==> config.mk <==
export PLATFORM = sky130hd
export DESIGN_NAME = cpw_top
export DESIGN_NICKNAME = d
export VERILOG_FILES = /design/src/verilog/cpw_pkg.sv /design/src/verilog/cpw_nvm.sv /design/src/verilog/cpw_top.sv
export VERILOG_INCLUDE_DIRS = /design/src /design/src/verilog
export SDC_FILE = /design/constraint.sdc
export NUM_CORES = 2
export LEC_CHECK = 0
export BUFFER_PORTS_ARGS = -buffer_cell sky130_fd_sc_hd__clkbuf_2
export CAP_MARGIN = 10
export CORE_MARGIN = 2
export CORE_UTILIZATION = 57
export DETAILED_ROUTE_END_ITERATION = 8
export GPL_TIMING_DRIVEN = 0
export PLACE_DENSITY = 0.73
export SETUP_SLACK_MARGIN = 0.5
export SKIP_CTS_REPAIR_TIMING = 1
export SKIP_LAST_GASP = 1
export SYNTH_ARGS = -nofsm -noshare
export SYNTH_HDL_FRONTEND = slang
export SYNTH_HIERARCHICAL = 1
export SYNTH_SLANG_ARGS = --single-unit
==> constraint.sdc <==
create_clock -name mclk_i -period 7 [get_ports mclk_i]
set_clock_uncertainty 0.1 [all_clocks]
set_input_delay 1.4 -clock mclk_i [delete_from_list [all_inputs] [get_ports mclk_i]]
set_output_delay 1.4 -clock mclk_i [all_outputs]
set_load 0.1 [all_outputs]
==> src/verilog/cpw_cfg.svh <==
/*
  Timing counts, reset values and fixed figures of the capacitance PWM
  output stage with two-point span calibration.
  Assumes a single 100 MHz core clock; all counts derive from it.
*/
`ifndef CPW_CFG_SVH
`define CPW_CFG_SVH

`define CPW_CLK_HZ 100000000
`define CPW_CYC_PER_US (`CPW_CLK_HZ / 1000000)
`define CPW_PWM_FREQ_HZ 100000
`define CPW_PWM_TOL_PCT 7
`define CPW_PWM_PERIOD_CYC (`CPW_CLK_HZ / `CPW_PWM_FREQ_HZ)
`define CPW_PU_TIME_MS 300
`define CPW_PU_CYC (`CPW_PU_TIME_MS * 1000 * `CPW_CYC_PER_US)
`define CPW_CAL_PRESS_US 2500
`define CPW_CAL_PRESS_CYC (`CPW_CAL_PRESS_US * `CPW_CYC_PER_US)
`define CPW_BURST_GAP_US 2500
`define CPW_BURST_GAP_CYC (`CPW_BURST_GAP_US * `CPW_CYC_PER_US)
`define CPW_CAL_SAMPLES 15
`define CPW_CODE_MAX 8'hFF
`define CPW_EP_LO_RESET 16'h0000
`define CPW_EP_HI_RESET 16'hFFFF

`endif

==> src/verilog/cpw_pkg.sv <==
/*
  Types shared by the capacitance PWM calibration block.
  Assumes the constants header is included by the modules that need it.
*/
package cpw_pkg;

  typedef enum logic [4:0] {
    CPW_ST_IDLE    = 5'b0_0001,
    CPW_ST_PRESS   = 5'b0_0010,
    CPW_ST_HOLD    = 5'b0_0100,
    CPW_ST_RELEASE = 5'b0_1000,
    CPW_ST_STORE   = 5'b1_0000
  } cpw_state_t;

  typedef enum logic {
    CPW_EP_LOW  = 1'b0,
    CPW_EP_HIGH = 1'b1
  } cpw_ep_sel_t;

endpackage

==> src/verilog/cpw_nvm.sv <==
/*
  Two-word endpoint store standing in for the non-volatile cells.
  Assumes one write strobe per store; both words are read out of
  registers every cycle, so a write shows two cycles after its strobe.
*/
`timescale 1ns/1ns
`include "cpw_cfg.svh"

module cpw_nvm
  import cpw_pkg::*;
#(
  parameter int SW = 16
) (
  input wire logic mclk_i,
  input wire logic rst_n_i,
  input wire logic wr_en_i,
  input wire cpw_ep_sel_t wr_sel_i,
  input wire logic [SW-1:0] wr_data_i,
  output logic [SW-1:0] ep_lo_o,
  output logic [SW-1:0] ep_hi_o
);

  logic [SW-1:0] mem_reg [2];

  // Reset stands for the erased factory state of the cells
  always_ff @(posedge mclk_i or negedge rst_n_i) begin
    if (!rst_n_i) begin
      mem_reg[0] <= SW'(`CPW_EP_LO_RESET);
      mem_reg[1] <= SW'(`CPW_EP_HI_RESET);
    end else if (wr_en_i) begin
      mem_reg[wr_sel_i] <= wr_data_i;
    end
  end

  always_ff @(posedge mclk_i or negedge rst_n_i) begin
    if (!rst_n_i) begin
      ep_lo_o <= SW'(`CPW_EP_LO_RESET);
      ep_hi_o <= SW'(`CPW_EP_HI_RESET);
    end else begin
      ep_lo_o <= mem_reg[0];
      ep_hi_o <= mem_reg[1];
    end
  end

endmodule

==> src/verilog/cpw_top.sv <==
/*
  PWM output stage and two-point span calibration of a capacitance
  converter. Holds the calibration state machine, burst pacing, span
  mapping and the 100 kHz PWM generator; endpoints live in cpw_nvm.
  Assumes the acquisition logic sits on mclk_i, starts a burst on
  burst_req_o and reports each finished burst with sample_valid_i.
  Calibration lines are open-source pins with external pull-downs.
*/
`timescale 1ns/1ns
`include "cpw_cfg.svh"

module cpw_top
  import cpw_pkg::*;
#(
  parameter int SW = 16,
  parameter int PU_CYC = `CPW_PU_CYC,
  parameter int PRESS_CYC = `CPW_CAL_PRESS_CYC,
  parameter int GAP_CYC = `CPW_BURST_GAP_CYC
) (
  input wire logic mclk_i,
  input wire logic resetn_i,
  input wire logic sample_valid_i,
  input wire logic [SW-1:0] sample_i,
  input wire logic low_endpoint_learn_line_i,
  output logic low_endpoint_learn_line_o,
  output logic low_endpoint_learn_line_oe_o,
  input wire logic high_endpoint_learn_line_i,
  output logic high_endpoint_learn_line_o,
  output logic high_endpoint_learn_line_oe_o,
  output logic burst_req_o,
  output logic ready_o,
  output logic cal_busy_o,
  output logic [7:0] result_o,
  output logic pwm_o
);

  localparam int PERIOD = `CPW_PWM_PERIOD_CYC;
  localparam int CW = 25;

  if (SW < 8 || SW > 24 || PU_CYC < 1 || PU_CYC >= 2**CW ||
      PRESS_CYC < 1 || PRESS_CYC >= 2**CW ||
      GAP_CYC < 1 || GAP_CYC >= 2**CW || PERIOD > 4095) begin : g_chk
    $error("cpw_top: parameter out of range");
  end

  function automatic logic [7:0] span_code(input logic [SW-1:0] s,
      input logic [SW-1:0] lo, input logic [SW-1:0] hi);
    logic [SW+7:0] num;
    num = (SW+8)'(s - lo) * (SW+8)'(255);
    if (s <= lo) span_code = 8'h00;
    else if (s >= hi) span_code = `CPW_CODE_MAX;
    else span_code = 8'(num / (SW+8)'(hi - lo));
  endfunction

  function automatic logic [11:0] duty_cycles(input logic [7:0] code);
    logic [19:0] prod;
    prod = 20'(code) * 20'(PERIOD);
    duty_cycles = 12'(prod / 20'(255));
  endfunction

  // Reset release through two flops
  logic rst_a_reg;
  logic rst_n;
  always_ff @(posedge mclk_i or negedge resetn_i) begin
    if (!resetn_i) begin
      rst_a_reg <= 1'b0;
      rst_n <= 1'b0;
    end else begin
      rst_a_reg <= 1'b1;
      rst_n <= rst_a_reg;
    end
  end

  // Pin synchronisers; only the second stage is read
  logic lo_s1_reg, lo_s2_reg, hi_s1_reg, hi_s2_reg;
  always_ff @(posedge mclk_i or negedge rst_n) begin
    if (!rst_n) begin
      lo_s1_reg <= 1'b0;
      lo_s2_reg <= 1'b0;
      hi_s1_reg <= 1'b0;
      hi_s2_reg <= 1'b0;
    end else begin
      lo_s1_reg <= low_endpoint_learn_line_i;
      lo_s2_reg <= lo_s1_reg;
      hi_s1_reg <= high_endpoint_learn_line_i;
      hi_s2_reg <= hi_s1_reg;
    end
  end

  // Power-up delay
  logic [CW-1:0] pu_cnt_reg;
  logic ready_reg;
  wire pu_done = pu_cnt_reg == CW'(PU_CYC - 1);
  always_ff @(posedge mclk_i or negedge rst_n) begin
    if (!rst_n) begin
      pu_cnt_reg <= '0;
      ready_reg <= 1'b0;
    end else if (!ready_reg) begin
      pu_cnt_reg <= pu_cnt_reg + CW'(1);
      ready_reg <= pu_done;
    end
  end
  wire ready_rise = !ready_reg && pu_done;

  // Burst pacing: gap counted from the end of the previous burst
  logic [CW-1:0] gap_cnt_reg;
  logic gap_run_reg;
  wire gap_done = gap_run_reg && gap_cnt_reg == '0;
  always_ff @(posedge mclk_i or negedge rst_n) begin
    if (!rst_n) begin
      gap_cnt_reg <= '0;
      gap_run_reg <= 1'b0;
    end else if (ready_reg && sample_valid_i) begin
      gap_cnt_reg <= CW'(GAP_CYC - 1);
      gap_run_reg <= 1'b1;
    end else if (gap_run_reg) begin
      gap_cnt_reg <= gap_cnt_reg - CW'(1);
      gap_run_reg <= !gap_done;
    end
  end
  assign burst_req_o = ready_rise || gap_done;

  // Calibration state machine
  cpw_state_t state_reg, state_next;
  cpw_ep_sel_t sel_reg, sel_next;
  logic [CW-1:0] press_cnt_reg;
  logic [3:0] smp_cnt_reg;
  logic [SW+3:0] acc_reg;
  logic [SW-1:0] ep_lo, ep_hi;

  wire line_sel = (sel_reg == CPW_EP_HIGH) ? hi_s2_reg : lo_s2_reg;
  wire press_done = press_cnt_reg == CW'(PRESS_CYC - 1);
  wire last_smp = sample_valid_i &&
                  smp_cnt_reg == 4'(`CPW_CAL_SAMPLES - 1);
  wire store_en = state_reg == CPW_ST_STORE;
  wire [SW-1:0] learned = SW'(acc_reg / (SW+4)'(`CPW_CAL_SAMPLES));

  always_comb begin
    state_next = state_reg;
    sel_next = sel_reg;
    unique case (state_reg)
      CPW_ST_IDLE: begin
        // Low line has priority only on an exact tie
        if (ready_reg && lo_s2_reg) begin
          state_next = CPW_ST_PRESS;
          sel_next = CPW_EP_LOW;
        end else if (ready_reg && hi_s2_reg) begin
          state_next = CPW_ST_PRESS;
          sel_next = CPW_EP_HIGH;
        end
      end
      CPW_ST_PRESS: begin
        if (!line_sel) state_next = CPW_ST_IDLE;
        else if (press_done) state_next = CPW_ST_HOLD;
      end
      CPW_ST_HOLD: if (last_smp) state_next = CPW_ST_RELEASE;
      CPW_ST_RELEASE: if (!line_sel) state_next = CPW_ST_STORE;
      CPW_ST_STORE: state_next = CPW_ST_IDLE;
      default: state_next = CPW_ST_IDLE;
    endcase
  end

  // sel_reg only changes in idle, so the other line is ignored
  always_ff @(posedge mclk_i or negedge rst_n) begin
    if (!rst_n) begin
      state_reg <= CPW_ST_IDLE;
      sel_reg <= CPW_EP_LOW;
    end else begin
      state_reg <= state_next;
      sel_reg <= sel_next;
    end
  end

  always_ff @(posedge mclk_i or negedge rst_n) begin
    if (!rst_n) begin
      press_cnt_reg <= '0;
      smp_cnt_reg <= '0;
      acc_reg <= '0;
    end else if (state_reg != CPW_ST_HOLD) begin
      press_cnt_reg <= (state_reg == CPW_ST_PRESS) ?
                       press_cnt_reg + CW'(1) : '0;
      smp_cnt_reg <= '0;
      acc_reg <= (state_reg == CPW_ST_RELEASE) ? acc_reg : '0;
    end else if (sample_valid_i) begin
      smp_cnt_reg <= smp_cnt_reg + 4'd1;
      acc_reg <= acc_reg + (SW+4)'(sample_i);
    end
  end

  // Line drive: high only, never low
  wire drive_line = state_reg == CPW_ST_HOLD;
  assign low_endpoint_learn_line_oe_o = drive_line && sel_reg == CPW_EP_LOW;
  assign high_endpoint_learn_line_oe_o =
         drive_line && sel_reg == CPW_EP_HIGH;
  assign low_endpoint_learn_line_o = 1'b1;
  assign high_endpoint_learn_line_o = 1'b1;
  assign cal_busy_o = state_reg != CPW_ST_IDLE;
  assign ready_o = ready_reg;

  // Mean of the fifteen bursts is the learned endpoint
  cpw_nvm #(.SW(SW)) u_nvm (
    .mclk_i(mclk_i),
    .rst_n_i(rst_n),
    .wr_en_i(store_en),
    .wr_sel_i(sel_reg),
    .wr_data_i(learned),
    .ep_lo_o(ep_lo),
    .ep_hi_o(ep_hi)
  );

  // Result and PWM; the duty is reloaded only at a period boundary
  logic [7:0] code_reg;
  logic [11:0] pcnt_reg, high_reg;
  logic pwm_reg;
  wire code_upd = ready_reg && sample_valid_i && !cal_busy_o;
  wire wrap = pcnt_reg == 12'(PERIOD - 1);
  always_ff @(posedge mclk_i or negedge rst_n) begin
    if (!rst_n) begin
      code_reg <= 8'h00;
    end else if (code_upd) begin
      code_reg <= span_code(sample_i, ep_lo, ep_hi);
    end
  end

  always_ff @(posedge mclk_i or negedge rst_n) begin
    if (!rst_n) begin
      pcnt_reg <= '0;
      high_reg <= '0;
      pwm_reg <= 1'b0;
    end else begin
      pcnt_reg <= wrap ? '0 : pcnt_reg + 12'd1;
      if (wrap) high_reg <= duty_cycles(code_reg);
      pwm_reg <= ready_reg && (wrap ? duty_cycles(code_reg) != '0 :
                 pcnt_reg + 12'd1 < high_reg);
    end
  end
  assign pwm_o = pwm_reg;
  assign result_o = code_reg;
endmodule

==> metrics <==
outcome=complete, but fails checks; failing checks=setup timing; synthesized area=0.03355 sq mm; Synth async-reset ratio=1.000; highest clock rate=0.01323 GHz; number of max-slew violations in the final report=0; crit path setup slack, layout=-68.57 ns; initial antenna violation count=0; number of enable flip-flop cells after synthesis=0; number of violations reported at the end of detailed-routing iteration 0=2317; placed cell area=0.03576 sq mm; Slowest-stage cell, CP=fa_1; share of synthesized area occupied by flip-flops and latches=0.1571; crit path max fanout=8; CP endpoint=result_o[0]$_DFFE_PN0P_; final period utilization=10.80; Reg-to-Reg End=result_o[0]$_DFFE_PN0P_; capturing element type of the critical path=flop; WS Path Type=input pin to flop; layout cells sized above 1=0.2045; WP data required=7.27 ns; worst setup path start=sample_i[0]; number of flip-flops and latches in the synthesized netlist=209; number of optimization iterations in the first detailed-route pass=5; GPL Wtd Cong=0.9211; FP Rows=88; DRC violation count after routing=0; Bufs and invs on worst path=27; number of flip-flops in the largest register=32; most used cell, CP=o21a_1; depth of the CTS H-tree=1; remaining global-route overflow=0; maximum root-to-sink buffer count=3; post-synthesis compound-gate area fraction=0.2355; final wirelength=94940 microns; placed wire-length estimate after detailed placement=69760 microns; design area=0.04012 sq mm; I/O pin count=37; clock buffers created by TritonCTS=20; diodes inserted=0; fin cells=5294; mean routed wirelength per cell=17.93 microns; Post-Synth Simple-Gate Area=0.2089; minimum clock period=75.57 ns; number of endpoints failing setup at the final stage=20; clock latency on the worst-skew pair=0.50 ns; max-slew headroom at the worst pin=0.01668; final-layout worst hold slack=0.2219 ns; Clock Sink Count=209; Post-Syn Instances=4201; root buf cell=clkbuf_16; initial standard-cell utilization of the core=0.5793; post-synthesis mux area share=0.03994; Die X-Extent=246.6 microns; slack of the worst reg-to-reg path=-68.14 ns; Via-to-Cell Ratio=6.192; final net count=5104; Cell variety after synth=120; family of cells with the greatest summed delay on the critical path=compound AO/OA/AOI/OAI gates; die outline area=0.06082 sq mm; Warnings, synthesis=6; unrepaired setup endpoints after global routing=yes; nature of the critical path startpoint=input pin; clock tree from TritonCTS=yes; Min-Delay Path Class=flop to asynchronous set/reset pin; IO buf count=33; via count of the first global-routing pass=29610; main combinational cell family by area after synthesis=compound AO/OA/AOI/OAI gates; share of the synthesized netlist area taken by xor and xnor gates=0.06608; reg2reg path depth=421; number of hold-slack violations in the final timing report=0; clock slew at reported path FFs=0.07 ns; data arrival at the endpoint of the critical path=75.84 ns; final core utilization=0.6928; dpl cells=5011; Die Ht=246.6 microns; Worst Tran Pin Value=1.475 ns; largest stage delay on the critical path=0.59 ns; total core area=0.05792 sq mm; maximum number of pins on one net before global-route repair=75; post-route antenna net violation count=0; Post-Synth Adder-Cell Area=0.2352; Total GRT Usage=0.2880; max cap viols=0; Post-Synthesis Mean Instance Area=7.987 sq um; total stage count of the critical path=423; startpoint of the worst-slack reg-to-reg timing path=u_nvm/ep_lo_o[1]$_DFF_PN0_; wire length of the first global-routing pass=146200 microns; Layout Area Growth over Synthesis=19.58%; ys flop type=dfrtp_1; via total after detailed routing=32780
[metal layers]
layer / wire [microns] / share of wire / global-route usage
met5: 0 / 0 / 0
met4: 2995 / 0.032 / 0.07016
met1: 42090 / 0.44 / 0.3990
met2: 44750 / 0.47 / 0.4901
met3: 5096 / 0.054 / 0.01678
[placed cells by master (no fill, tap or decap), types with 32 or more instances in the layout]
master / count
and3_1: 52
nor3_1: 199
nand2_1: 292
nand2b_1: 47
o21a_1: 180
mux2_2: 74
xor2_1: 75
buf_6: 52
a21o_1: 108
buf_4: 212
nor2_1: 319
dfstp_2: 33
nand4_1: 54
clkbuf_1: 46
or3_1: 65
a21oi_1: 152
clkbuf_2: 42
ha_4: 33
o21ai_2: 54
fa_1: 97
xnor2_1: 144
nand3_1: 102
dfrtp_1: 173
ha_1: 436
inv_1: 372
a31oi_1: 48
o21ai_0: 184
a21oi_2: 32
[final cells by class]
type | count | area [sq um]
flip-flops and latches | 209 | 5278
multi-input cells | 3500 | 28500
clock inverters | 11 | 166.4
clock buffers | 25 | 571.8
inverters | 385 | 1448
repair buffers | 289 | 2431
plain buffers | 110 | 765.7
fillers | 4680 | 17790
well taps | 765 | 957.2
[worst register-to-register path: cells and delay by family, from the launching register on]
family	cells	cell delay, ns
AOI/OAI and AO/OA	282	48.64
and+or+nand+nor	73	11.06
adders and majority gates	30	8.86
buffers and inverters	25	3.06
muxes	9	2.46
xor gates and xnor gates	2	0.45
DFF	1	0.41
[per-stage QoR]
step	setup TNS [ns]	setup WS, ns
floorplan	-424.60	-62.85
global placement	-763.21	-73.58
detailed placement	-503.50	-73.79
CTS	-502.63	-73.61
global route	-502.82	-72.00
finish	-473.22	-68.57
[worst min path at each step]
stage,cells past startpoint,startpoint,slack (ns),end
6_report,0,rst_n$_DFF_PN0_,0.22,pu_cnt_reg[20]$_DFFE_PN0N_
5_1_grt,0,hi_s1_reg$_DFF_PN0_,0.25,hi_s2_reg$_DFF_PN0_
4_1_cts,0,rst_n$_DFF_PN0_,0.24,pu_cnt_reg[20]$_DFFE_PN0N_
3_5_place_dp,0,rst_n$_DFF_PN0_,0.23,pu_cnt_reg[20]$_DFFE_PN0N_
3_3_place_gp,0,lo_s1_reg$_DFF_PN0_,0.23,lo_s2_reg$_DFF_PN0_
2_1_floorplan,0,hi_s1_reg$_DFF_PN0_,0.23,hi_s2_reg$_DFF_PN0_
[cell usage after synthesis (all sizes together) (40+ instances only)]
master	count	area, sq um
xor2	85	752.0
nand2	302	1139
xnor2	160	1443
a21o	109	818.3
nand3	110	560.5
clkbuf	84	315.3
fa	98	1962
nor3	210	1061
mux2	89	1040
ha	470	5881
a21oi	192	975.9
o21a	186	1396
and3	53	331.6
a31oi	55	365.3
o21ai	269	1346
nor2	338	1269
or3	71	444.2
nand2b	49	314.1
dfrtp	176	4404
nand4	54	337.8
inv	385	1445
nor2b	40	250.2
[logic make-up after synthesis]
group                      after synthesis
muxes                                  119
and+or+nand+nor                       1405
adders and majority gates              573
xor gates and xnor gates               246
buffers and inverters                  495
other                                    1
AOI/OAI and AO/OA                     1153
DFF                                    209
Power is left out: the tool's default activity adds up to more than one toggle a clock period on the data nets, which glitch-free logic cannot reach.
